--- config.mk ---
export PLATFORM = sky130hd
export DESIGN_NAME = srad_serial_regs
export DESIGN_NICKNAME = d
export VERILOG_FILES = /design/src/logic/srad_pkg.sv /design/src/logic/srad_serial_regs.sv
export VERILOG_INCLUDE_DIRS = /design/src /design/src/logic
export SDC_FILE = /design/constraint.sdc
export NUM_CORES = 1
export LEC_CHECK = 0
export BUFFER_PORTS_ARGS = -buffer_cell sky130_fd_sc_hd__clkbuf_2
export CELL_PAD_IN_SITES_DETAIL_PLACEMENT = 0
export CELL_PAD_IN_SITES_GLOBAL_PLACEMENT = 1
export CORE_MARGIN = 2
export CORE_UTILIZATION = 35
export CTS_CLUSTER_DIAMETER = 80
export DETAILED_ROUTE_END_ITERATION = 8
export PLACE_DENSITY = 0.64
export SETUP_SLACK_MARGIN = 0.15
export SLEW_MARGIN = 30
export SYNTH_ARGS = -nofsm -noshare
export SYNTH_HDL_FRONTEND = slang
export SYNTH_SLANG_ARGS = --single-unit
--- constraint.sdc ---
create_clock -name mclk -period 2.9 [get_ports mclk]
set_input_delay 0.145 -clock mclk [delete_from_list [all_inputs] [get_ports mclk]]
set_output_delay 0.145 -clock mclk [all_outputs]
set_load 0.05 [all_outputs]
--- src/logic/srad_defs.svh ---
// Constants for the serial register access dispatch block.
`ifndef SRAD_DEFS_SVH
`define SRAD_DEFS_SVH
`define SRAD_SEL_COMM 3'h0
`define SRAD_SEL_MODE 3'h1
`define SRAD_SEL_FHI 3'h2
`define SRAD_SEL_FLO 3'h3
`define SRAD_SEL_TEST 3'h4
`define SRAD_SEL_DATA 3'h5
`define SRAD_SEL_ZERO 3'h6
`define SRAD_SEL_FULL 3'h7
`define SRAD_RW_READ 1'h1
`define SRAD_CMD_RW_BIT 3
`define SRAD_CHAN_RESET 3'h4
`define SRAD_FHI_WL_BIT 6
`define SRAD_FHI_UNI_BIT 5
`define SRAD_ZERO_RESET 24'h000000
`define SRAD_FULL_RESET 24'h800000
`define SRAD_RESYNC_ONES 6'h20
`define SRAD_BITS_BYTE 5'h08
`define SRAD_BITS_SHORT 5'h10
`define SRAD_BITS_LONG 5'h18
`define SRAD_ADDR_STATUS 12'h000
`define SRAD_ADDR_MASK 12'h004
`define SRAD_ADDR_VIEW 12'h008
`define SRAD_EV_CMD 0
`define SRAD_EV_WRITE 1
`define SRAD_EV_READ 2
`define SRAD_EV_SYNC 3
`define SRAD_EV_WIDTH 4
`endif

--- src/logic/srad_pkg.sv ---
// Types shared by the serial register access dispatch block.
`include "srad_defs.svh"
package srad_pkg;
	typedef enum logic [1:0] {SRAD_IDLE, SRAD_CMD, SRAD_WRITE, SRAD_READ} srad_state_type;
	typedef struct packed {
		srad_state_type state;
		logic sclkS1;
		logic sclkS2;
		logic sclkPrev;
		logic dinS1;
		logic dinS2;
		logic [5:0] onesCnt;
		logic [4:0] bitCnt;
		logic [23:0] shiftIn;
		logic [23:0] shiftOut;
		logic dout;
		logic [2:0] cmdSel;
		logic cmdRw;
		logic [2:0] chan;
		logic [7:0] modeReg;
		logic [7:0] filtHi;
		logic [7:0] filtLo;
		logic [7:0] testReg;
		logic [23:0] dataReg;
		logic [2:0][23:0] zeroCal;
		logic [2:0][23:0] fullCal;
		logic convReadyN;
		logic [`SRAD_EV_WIDTH-1:0] status;
		logic [`SRAD_EV_WIDTH-1:0] mask;
		logic [31:0] prdata;
		logic pslverr;
	} srad_regs_type;
endpackage

--- src/logic/srad_serial_regs.sv ---
// Serial command interpreter and register file with an APB side for events.
`timescale 1ns/100ps
`include "srad_defs.svh"
module srad_serial_regs
	import srad_pkg::*;
(
	input wire logic mclk,
	input wire logic reset,
	input wire logic sclk,
	input wire logic din,
	output logic dout,
	output logic doutEn,
	input wire logic [23:0] convData,
	input wire logic convStrobe,
	output logic conversion_ready_n,
	output logic [2:0] channel_select,
	output logic [7:0] modeSetting,
	output logic [7:0] filterHigh,
	output logic [7:0] filterLow,
	output logic [7:0] testSetting,
	output logic [23:0] zeroScale,
	output logic [23:0] fullScale,
	input wire logic psel,
	input wire logic penable,
	input wire logic pwrite,
	input wire logic [11:0] paddr,
	input wire logic [31:0] pwdata,
	output logic [31:0] prdata,
	output logic pready,
	output logic pslverr,
	output logic irq
);

	srad_regs_type st;
	srad_regs_type next_st;
	logic rise;
	logic fall;
	logic [23:0] word;
	logic [`SRAD_EV_WIDTH-1:0] ev;
	logic [`SRAD_EV_WIDTH-1:0] clr;
	logic apbWrite;
	logic apbSetup;
	logic mapped;

	// Channels share calibration pairs; test mode uses the last pair.
	function automatic logic [1:0] calPair(input logic [2:0] ch);
		unique case (ch)
			3'h0, 3'h4: calPair = 2'h0;
			3'h1, 3'h5: calPair = 2'h1;
			default: calPair = 2'h2;
		endcase
	endfunction

	function automatic logic [4:0] regBits(input logic [2:0] sel, input logic wl24);
		if (sel == `SRAD_SEL_DATA) begin
			regBits = wl24 ? `SRAD_BITS_LONG : `SRAD_BITS_SHORT;
		end else if (sel == `SRAD_SEL_ZERO || sel == `SRAD_SEL_FULL) begin
			regBits = `SRAD_BITS_LONG;
		end else begin
			regBits = `SRAD_BITS_BYTE;
		end
	endfunction

	// Only the second synchroniser stage and its delayed copy are looked at.
	assign rise = st.sclkS2 & ~st.sclkPrev;
	assign fall = ~st.sclkS2 & st.sclkPrev;
	assign word = {st.shiftIn[22:0], st.dinS2};
	assign apbSetup = psel & ~penable;
	assign apbWrite = psel & penable & pwrite;
	assign mapped = paddr == `SRAD_ADDR_STATUS || paddr == `SRAD_ADDR_MASK || paddr == `SRAD_ADDR_VIEW;

	always_comb begin
		next_st = st;
		ev = '0;
		clr = '0;
		next_st.sclkS1 = sclk;
		next_st.sclkS2 = st.sclkS1;
		next_st.sclkPrev = st.sclkS2;
		next_st.dinS1 = din;
		next_st.dinS2 = st.dinS1;
		if (convStrobe) begin
			next_st.dataReg = convData;
		end
		if (fall && st.state == SRAD_READ) begin
			next_st.dout = st.shiftOut[23];
			next_st.shiftOut = {st.shiftOut[22:0], 1'h0};
		end
		if (rise) begin
			next_st.shiftIn = word;
			next_st.bitCnt = st.bitCnt - 5'h01;
			if (!st.dinS2) begin
				next_st.onesCnt = '0;
			end else if (st.onesCnt != `SRAD_RESYNC_ONES) begin
				next_st.onesCnt = st.onesCnt + 6'h01;
			end
			unique case (st.state)
				SRAD_IDLE: begin
					// A leading one keeps the interface parked on the gate bit.
					if (!st.dinS2) begin
						next_st.state = SRAD_CMD;
						next_st.bitCnt = `SRAD_BITS_BYTE - 5'h01;
					end
				end
				SRAD_CMD: begin
					if (st.bitCnt == 5'h01) begin
						ev[`SRAD_EV_CMD] = 1'b1;
						next_st.chan = word[2:0];
						next_st.cmdRw = word[`SRAD_CMD_RW_BIT];
						next_st.cmdSel = word[6:4];
						next_st.bitCnt = regBits(word[6:4], st.filtHi[`SRAD_FHI_WL_BIT]);
						if (word[`SRAD_CMD_RW_BIT] == `SRAD_RW_READ) begin
							next_st.state = SRAD_READ;
							unique case (word[6:4])
								`SRAD_SEL_COMM: begin
									// The gate bit position returns the ready flag.
									next_st.shiftOut = {st.convReadyN, word[6:0], 16'h0000};
								end
								`SRAD_SEL_MODE: next_st.shiftOut = {st.modeReg, 16'h0000};
								`SRAD_SEL_FHI: next_st.shiftOut = {st.filtHi, 16'h0000};
								`SRAD_SEL_FLO: next_st.shiftOut = {st.filtLo, 16'h0000};
								`SRAD_SEL_TEST: next_st.shiftOut = {st.testReg, 16'h0000};
								`SRAD_SEL_DATA: begin
									if (st.filtHi[`SRAD_FHI_WL_BIT]) begin
										next_st.shiftOut = st.dataReg;
									end else begin
										next_st.shiftOut = {st.dataReg[23:8], 8'h00};
									end
								end
								`SRAD_SEL_ZERO: next_st.shiftOut = st.zeroCal[calPair(word[2:0])];
								`SRAD_SEL_FULL: next_st.shiftOut = st.fullCal[calPair(word[2:0])];
							endcase
						end else if (word[6:4] == `SRAD_SEL_COMM) begin
							// Writing the command register with itself as target ends the access.
							next_st.state = SRAD_IDLE;
						end else begin
							next_st.state = SRAD_WRITE;
						end
					end
				end
				SRAD_WRITE: begin
					if (st.bitCnt == 5'h01) begin
						ev[`SRAD_EV_WRITE] = 1'b1;
						next_st.state = SRAD_IDLE;
						unique case (st.cmdSel)
							`SRAD_SEL_MODE: next_st.modeReg = word[7:0];
							`SRAD_SEL_FHI: next_st.filtHi = word[7:0];
							`SRAD_SEL_FLO: next_st.filtLo = word[7:0];
							`SRAD_SEL_TEST: next_st.testReg = word[7:0];
							`SRAD_SEL_ZERO: next_st.zeroCal[calPair(st.chan)] = word;
							`SRAD_SEL_FULL: next_st.fullCal[calPair(st.chan)] = word;
							default: begin
								// The data register only carries conversion results.
							end
						endcase
					end
				end
				SRAD_READ: begin
					if (st.bitCnt == 5'h01) begin
						ev[`SRAD_EV_READ] = 1'b1;
						next_st.state = SRAD_IDLE;
						if (st.cmdSel == `SRAD_SEL_DATA) begin
							next_st.convReadyN = 1'b1;
						end
					end
				end
			endcase
			// Lost framing is recovered no matter where the sequence stood.
			if (st.dinS2 && st.onesCnt == `SRAD_RESYNC_ONES - 6'h01) begin
				next_st.state = SRAD_IDLE;
				ev[`SRAD_EV_SYNC] = st.state != SRAD_IDLE;
			end
		end
		// Fresh data wins over a read that finishes in the same cycle.
		if (convStrobe) begin
			next_st.convReadyN = 1'b0;
		end
		if (apbWrite && paddr == `SRAD_ADDR_STATUS) begin
			clr = pwdata[`SRAD_EV_WIDTH-1:0];
		end
		if (apbWrite && paddr == `SRAD_ADDR_MASK) begin
			next_st.mask = pwdata[`SRAD_EV_WIDTH-1:0];
		end
		next_st.status = (st.status & ~clr) | ev;
		if (apbSetup) begin
			next_st.pslverr = ~mapped;
			unique case (paddr)
				`SRAD_ADDR_STATUS: next_st.prdata = {28'h0000000, st.status};
				`SRAD_ADDR_MASK: next_st.prdata = {28'h0000000, st.mask};
				`SRAD_ADDR_VIEW: begin
					next_st.prdata = {22'h0, st.state, st.convReadyN, st.cmdSel, st.cmdRw, st.chan};
				end
				default: next_st.prdata = 32'h00000000;
			endcase
		end
	end

	always_ff @(posedge mclk) begin
		if (reset) begin
			st <= '0;
			st.state <= SRAD_IDLE;
			st.chan <= `SRAD_CHAN_RESET;
			st.convReadyN <= 1'b1;
			st.sclkS1 <= 1'b1;
			st.sclkS2 <= 1'b1;
			st.sclkPrev <= 1'b1;
			st.zeroCal <= {3{`SRAD_ZERO_RESET}};
			st.fullCal <= {3{`SRAD_FULL_RESET}};
		end else begin
			st <= next_st;
		end
	end

	assign dout = st.dout;
	assign doutEn = st.state == SRAD_READ;
	assign conversion_ready_n = st.convReadyN;
	assign channel_select = st.chan;
	assign modeSetting = st.modeReg;
	assign filterHigh = st.filtHi;
	assign filterLow = st.filtLo;
	assign testSetting = st.testReg;
	assign zeroScale = st.zeroCal[calPair(st.chan)];
	assign fullScale = st.fullCal[calPair(st.chan)];
	assign prdata = st.prdata;
	assign pslverr = st.pslverr & psel & penable;
	assign pready = psel & penable;
	assign irq = |(st.status & st.mask);
endmodule

; ---- Yosys cells after proc, flatten, opt, wreduce, memory -nomap -nowiden
; Cells that the tools add are included.
[totals]
register_bits = 315
out_inout_bits = 121
[classes]
addsub = 2
n_lt_le_gt_ge = 7
eq_ne = 32
muxes = 69
bitwise = 15
reduce_logical = 35
[op_table]
columns = operator, n
row1 = $mux 24, 10
row2 = $bmux 24 s2, 4
row3 = $pmux 24 s8, 1
row4 = $bwmux 72, 2
row5 = $demux 24 s2, 2
row6 = $mux 2, 24
row7 = $eq 3x3->1 const B, 12
row8 = $reduce_and 4->1, 8
row9 = $pmux 10 s3, 1
row10 = $mux 25, 1
row11 = $mux 5, 4
row12 = $lt 2x3->1 const B, 5
row13 = $eq 12x3->1 const B, 1
row14 = $eq 12x4->1 const B, 1
row15 = $eq 3x1->1 const B, 4
row16 = $eq 3x2->1 const B, 4
row17 = $logic_not 12->1, 1
row18 = $mux 4, 3
row19 = $mux 6, 2
row20 = $mux 1, 10
row21 = $pmux 5 s2, 1
row22 = $reduce_bool 2->1, 5
row23 = $reduce_or 2->1, 5
row24 = $logic_not 3->1, 3
row25 = other kinds (25), 46

; ---- Logic depth before layout (Yosys ltp)
[logic_depth]
depth_word = 15
depth_mapped = 9
depth_no_buf = 6

; ---- Least setup slack after synthesis
; OpenSTA, ideal clock, no wires.
[synth_path]
path_kind = flip-flop to output port
from = register st (netlist bit channel_select[0])
to = output port fullScale[0]
arrival_ns = 2.203
t_required_ns = 2.755
setup_slack_ns = 0.552
stages_incl_launch_ff = 5
n_path_buf = 2
cell_sequence = dfxtp_1 clkbuf_1 clkbuf_1 mux2i_1 o21ai_0
[synth_between]
elab_chain_len = 5
elab_cells_between_ends = 9
classes_between = 3 x eq/ne / 3 x mux / 3 x reduce/logical
[synth_lines]
columns = element, line_no
row1 = from (decl), srad_serial_regs.sv:34  ; srad_regs_type st;
row2 = from (signal assigned), srad_serial_regs.sv:209  ; st <= next_st;
row3 = $eq 3x1->1 (tied with other cells), srad_serial_regs.sv:47  ; unique case (ch)
row4 = $reduce_or 2->1, srad_serial_regs.sv:47
row5 = $pmux 2 s2 *, srad_serial_regs.sv:47
row6 = $bmux 24 s2 *, srad_serial_regs.sv:222  ; assign fullScale = st.fullCal[calPair(st.chan)];
row7 = $mux 24 (not written as such) *, srad_serial_regs.sv:222
row8 = to (decl), srad_serial_regs.sv:22  ; output logic [23:0] fullScale,
; Mark *: on every way between the ends. The rest lies on a longest branch, timed or not. The select of a mux whose other input is x is not followed.

; ---- Final worst setup path
[layout_path]
from = register st (netlist bit channel_select[0])
to = output port fullScale[7]
; The elaborated chain is that of the path after synthesis.

==> impl_metrics.toml <==
[worst_setup_path]
r2r_slack_ps = 480
cp.required_ps = 2760
critPathCaptureType = "output port"
critPathSlowestCell = "dfxtp_4"
critPathBufInv = 2
critical_path_peak_fanout = 20
max_stage_delay_ps = 630
worstPathCellList = "buf_12 -> mux2i_1 -> o21ai_0 -> clkbuf_2"
startpoint_type = "flop"
crit_type = "flop to output port"
cp_top_family = "flip-flops"
arrival_ps = 2300

[floorplanning]
fp-row-count = 75
start_util = 0.3530
die_w_um = 209.0
pin_count = 197
die_area_um2 = 43670
die_h_um = 209.0
coreArea_um2 = 41670

[final_layout]
nets = 1761
drive_gt1_frac = 0.1867
antenna_cells = 0
syn_to_final_growth_pct = 16.52
final_cells = 2248

[timing]
skew_ps = 18.18
fin_crit_sh = 0.8426
setup-violations-final = 0
hold_violations = 0
rsz0062_at_grt = "false"
period_needed_ps = 2443
max_freq_ghz = 0.4093
tightest_slew_ps = 912.4
tns_ps = 0
max-slew-margin-rel = 0.3917
slew_viol_final = 0

[cts]
cts.repair.resized = 0
cts_tree = "built"
insertion_delay_ps = 540
numCtsBuffers = 36
cts_buffer_depth = 3
clock-sinks = 293
cts-root-buf = "clkbuf_16"
clk_pin_slew_ps = 60
htreeDepth = 2

[yosys]
ys_seq_area_frac = 0.3988
postSynthCellCount = 1588
ys_types = 66
synth_edf_count = 0
ys_ff_latch = 293
synth_warnings = 0
async_reset_ff_frac = 0
synthFlopType = "dfxtp_1"
avgSynthCellArea_um2 = 9.261
netlist_area_um2 = 14710

[routing]
drtIter0Drc = 795
drc = 0
viasPerCell = 5.237
drtPass1Iterations = 5
wl_um = 46140
wire_per_inst_um = 20.52
ant_nets = 0
dr_total_vias = 11772

[global_routing]
grtUsageTotal = 0.2075
grt_antenna_before_repair = 0
grt-ovfl-total = 0
grt_pass1_wl_um = 70700
grt_max_degree = 99
grt_pass1_vias = 11483

[power]
leakage_nw = 6.660
p_per_area_nw_per_um2 = 517.5
peakVddDrop_uv = 302.8

[placement]
dp.final_hpwl_um = 30880
gp_congestion = 0.7795
portBuffers = 146
place_inst = 2150

[worst_hold_path]
hp-class = "primary input to flop"

[status]
status = "finished clean"

[run]
maxCapViolCount = 0
==> timing repair <==
| action | 4_1_cts | 5_1_grt |
|---|---|---|
| setup buffers | 0 | 0 |
| hold endpoints to repair | 34 | 0 |
| hold buffers | 32 | 0 |
==> registers in the layout, indices dropped and copies added (netlist names), 3 cells and up <==
| register | flops |
|---|---|
| channel_select | 3 |
| filterHigh | 8 |
| filterLow | 8 |
| modeSetting | 8 |
| next_st | 3 |
| prdata | 10 |
| st | 243 |
| testSetting | 8 |
==> cells in the mapped netlist, drive strengths merged, types with 3 or more instances <==
| cell type | instances | area share |
|---|---|---|
| nand2b | 136 | 0.058 |
| nor4 | 11 | 0.0088 |
| buf | 115 | 0.051 |
| a31oi | 5 | 0.0021 |
| nor3b | 3 | 0.0015 |
| or4 | 4 | 0.0023 |
| a31o | 7 | 0.0042 |
| nor2b | 12 | 0.0051 |
| nor3 | 9 | 0.0034 |
| nand3 | 9 | 0.0031 |
| o22ai | 26 | 0.011 |
| a311oi | 7 | 0.0042 |
| xor2 | 4 | 0.0024 |
| and2 | 8 | 0.0034 |
| o21ai | 67 | 0.023 |
| mux2 | 35 | 0.027 |
| a222oi | 12 | 0.0082 |
| a221o | 11 | 0.0075 |
| mux2i | 301 | 0.20 |
| nand2 | 142 | 0.036 |
| nor4b | 3 | 0.0022 |
| mux4 | 9 | 0.014 |
| and3 | 3 | 0.0013 |
| or2 | 4 | 0.0017 |
| nor2 | 124 | 0.032 |
| a211oi | 3 | 0.0015 |
| or3 | 7 | 0.0030 |
| inv | 18 | 0.0046 |
| clkbuf | 82 | 0.021 |
| dfxtp | 293 | 0.40 |
| nand4 | 9 | 0.0038 |
| a21oi | 55 | 0.019 |
| ha | 4 | 0.0034 |
| nand3b | 5 | 0.0026 |
| a221oi | 5 | 0.0030 |
| a22oi | 10 | 0.0051 |
==> layout make-up <==
cell class	count	area, µm²
Clock inverter	7	71.32
Inverter	18	67.56
Sequential cell	293	5876
Multi-Input combinational cell	1101	7811
Timing Repair Buffer	231	1558
Clock buffer	59	1079
Fill cell	4177	24530
Tap cell	539	674.4
==> worst reg2reg max path: cells and delay by family (launching register included) <==
family	cells	cell delay (ps)
mux	1	210
fa+ha+maj	1	180
buf+inv	1	330
simple gates	3	1160
flops	1	400
==> per-stage QoR <==
stage,utilization,instance area (µm²),hold WS (ps),power (mW),worst slack [ps]
2_1_floorplan,-,14790,248.8,4.430,552.3
3_3_place_gp,0.3760,15670,338.8,4.512,524.5
3_5_place_dp,0.3760,15670,342.3,4.515,491.4
4_1_cts,0.4113,17140,31.82,8.977,380.8
5_1_grt,0.4113,17140,60.73,9.159,311.4
6_report,0.4113,17140,53.59,8.869,456.6
==> power by group <==
| part | leakage [nW] | total, mW | internal [mW] | switching [mW] |
|---|---|---|---|---|
| logic | 3.73 | 0.377 | 0.143 | 0.234 |
| registers | 2.37 | 4.08 | 4.05 | 0.0312 |
| clock network | 0.563 | 4.41 | 2.64 | 1.77 |
| total | 6.66 | 8.87 | 6.83 | 2.04 |
==> path summary, 6_finish.rpt <==
| check | start | endpoint | depth (start not counted) |
|---|---|---|---|
| setup / recovery | channel_select[0]$_SDFFE_PP0P_ | fullScale[7] | 4 |
| setup reg to reg | st[298]$_SDFFE_PP0P_ | st[78]$_SDFFE_PP0P_ | 6 |
| hold / removal | paddr[3] | st[33]$_SDFFE_PP0P_ | 4 |
| hold reg to reg | next_st[312]$_SDFF_PP1_ | next_st[311]$_SDFF_PP1_ | 1 |
==> cells by family after synthesis <==
family | after synthesis | synth area share
AO/OA/AOI/OAI | 227 | 0.09929
XOR/XNOR | 6 | 0.003573
adder cells (fa/ha/maj) | 4 | 0.003403
buffers and inverters | 215 | 0.07606
flip-flops | 293 | 0.3988
multiplexers | 345 | 0.2454
other | 1 | 0.0002550
AND/OR/NAND/NOR | 497 | 0.1731
==> cell usage in the layout (no fill, tap or decap), types with 8 or more instances in the layout <==
| cell | Yosys | routed |
|---|---|---|
| a21oi_1 | 55 | 55 |
| a221o_1 | 11 | 11 |
| a222oi_1 | 12 | 12 |
| a22oi_1 | 10 | 10 |
| buf_12 | 0 | 8 |
| buf_4 | 69 | 45 |
| clkbuf_1 | 82 | 15 |
| clkbuf_16 | 0 | 37 |
| clkbuf_2 | 0 | 145 |
| clkbuf_8 | 0 | 8 |
| conb_1 | 1 | 22 |
| dfxtp_1 | 293 | 289 |
| dlygate4sd3_1 | 0 | 32 |
| inv_1 | 18 | 18 |
| mux2_2 | 35 | 35 |
| mux2i_1 | 301 | 301 |
| mux4_2 | 9 | 9 |
| nand2_1 | 142 | 142 |
| nand2b_1 | 136 | 135 |
| nand3_1 | 9 | 9 |
| nand4_1 | 9 | 9 |
| nor2_1 | 124 | 124 |
| nor2b_1 | 12 | 11 |
| o21ai_0 | 67 | 67 |
| o22ai_1 | 26 | 26 |
==> per-layer routing <==
metal | vias up | share of wire | GRT usage
li1 | 5660 | - | -
met1 | 5744 | 0.48 | 0.2900
met2 | 312 | 0.46 | 0.3357
met3 | 56 | 0.046 | 0.03051
met4 | 0 | 0.019 | 0.05222
met5 | - | 0 | 0
(Power assumes the default switching activity.)
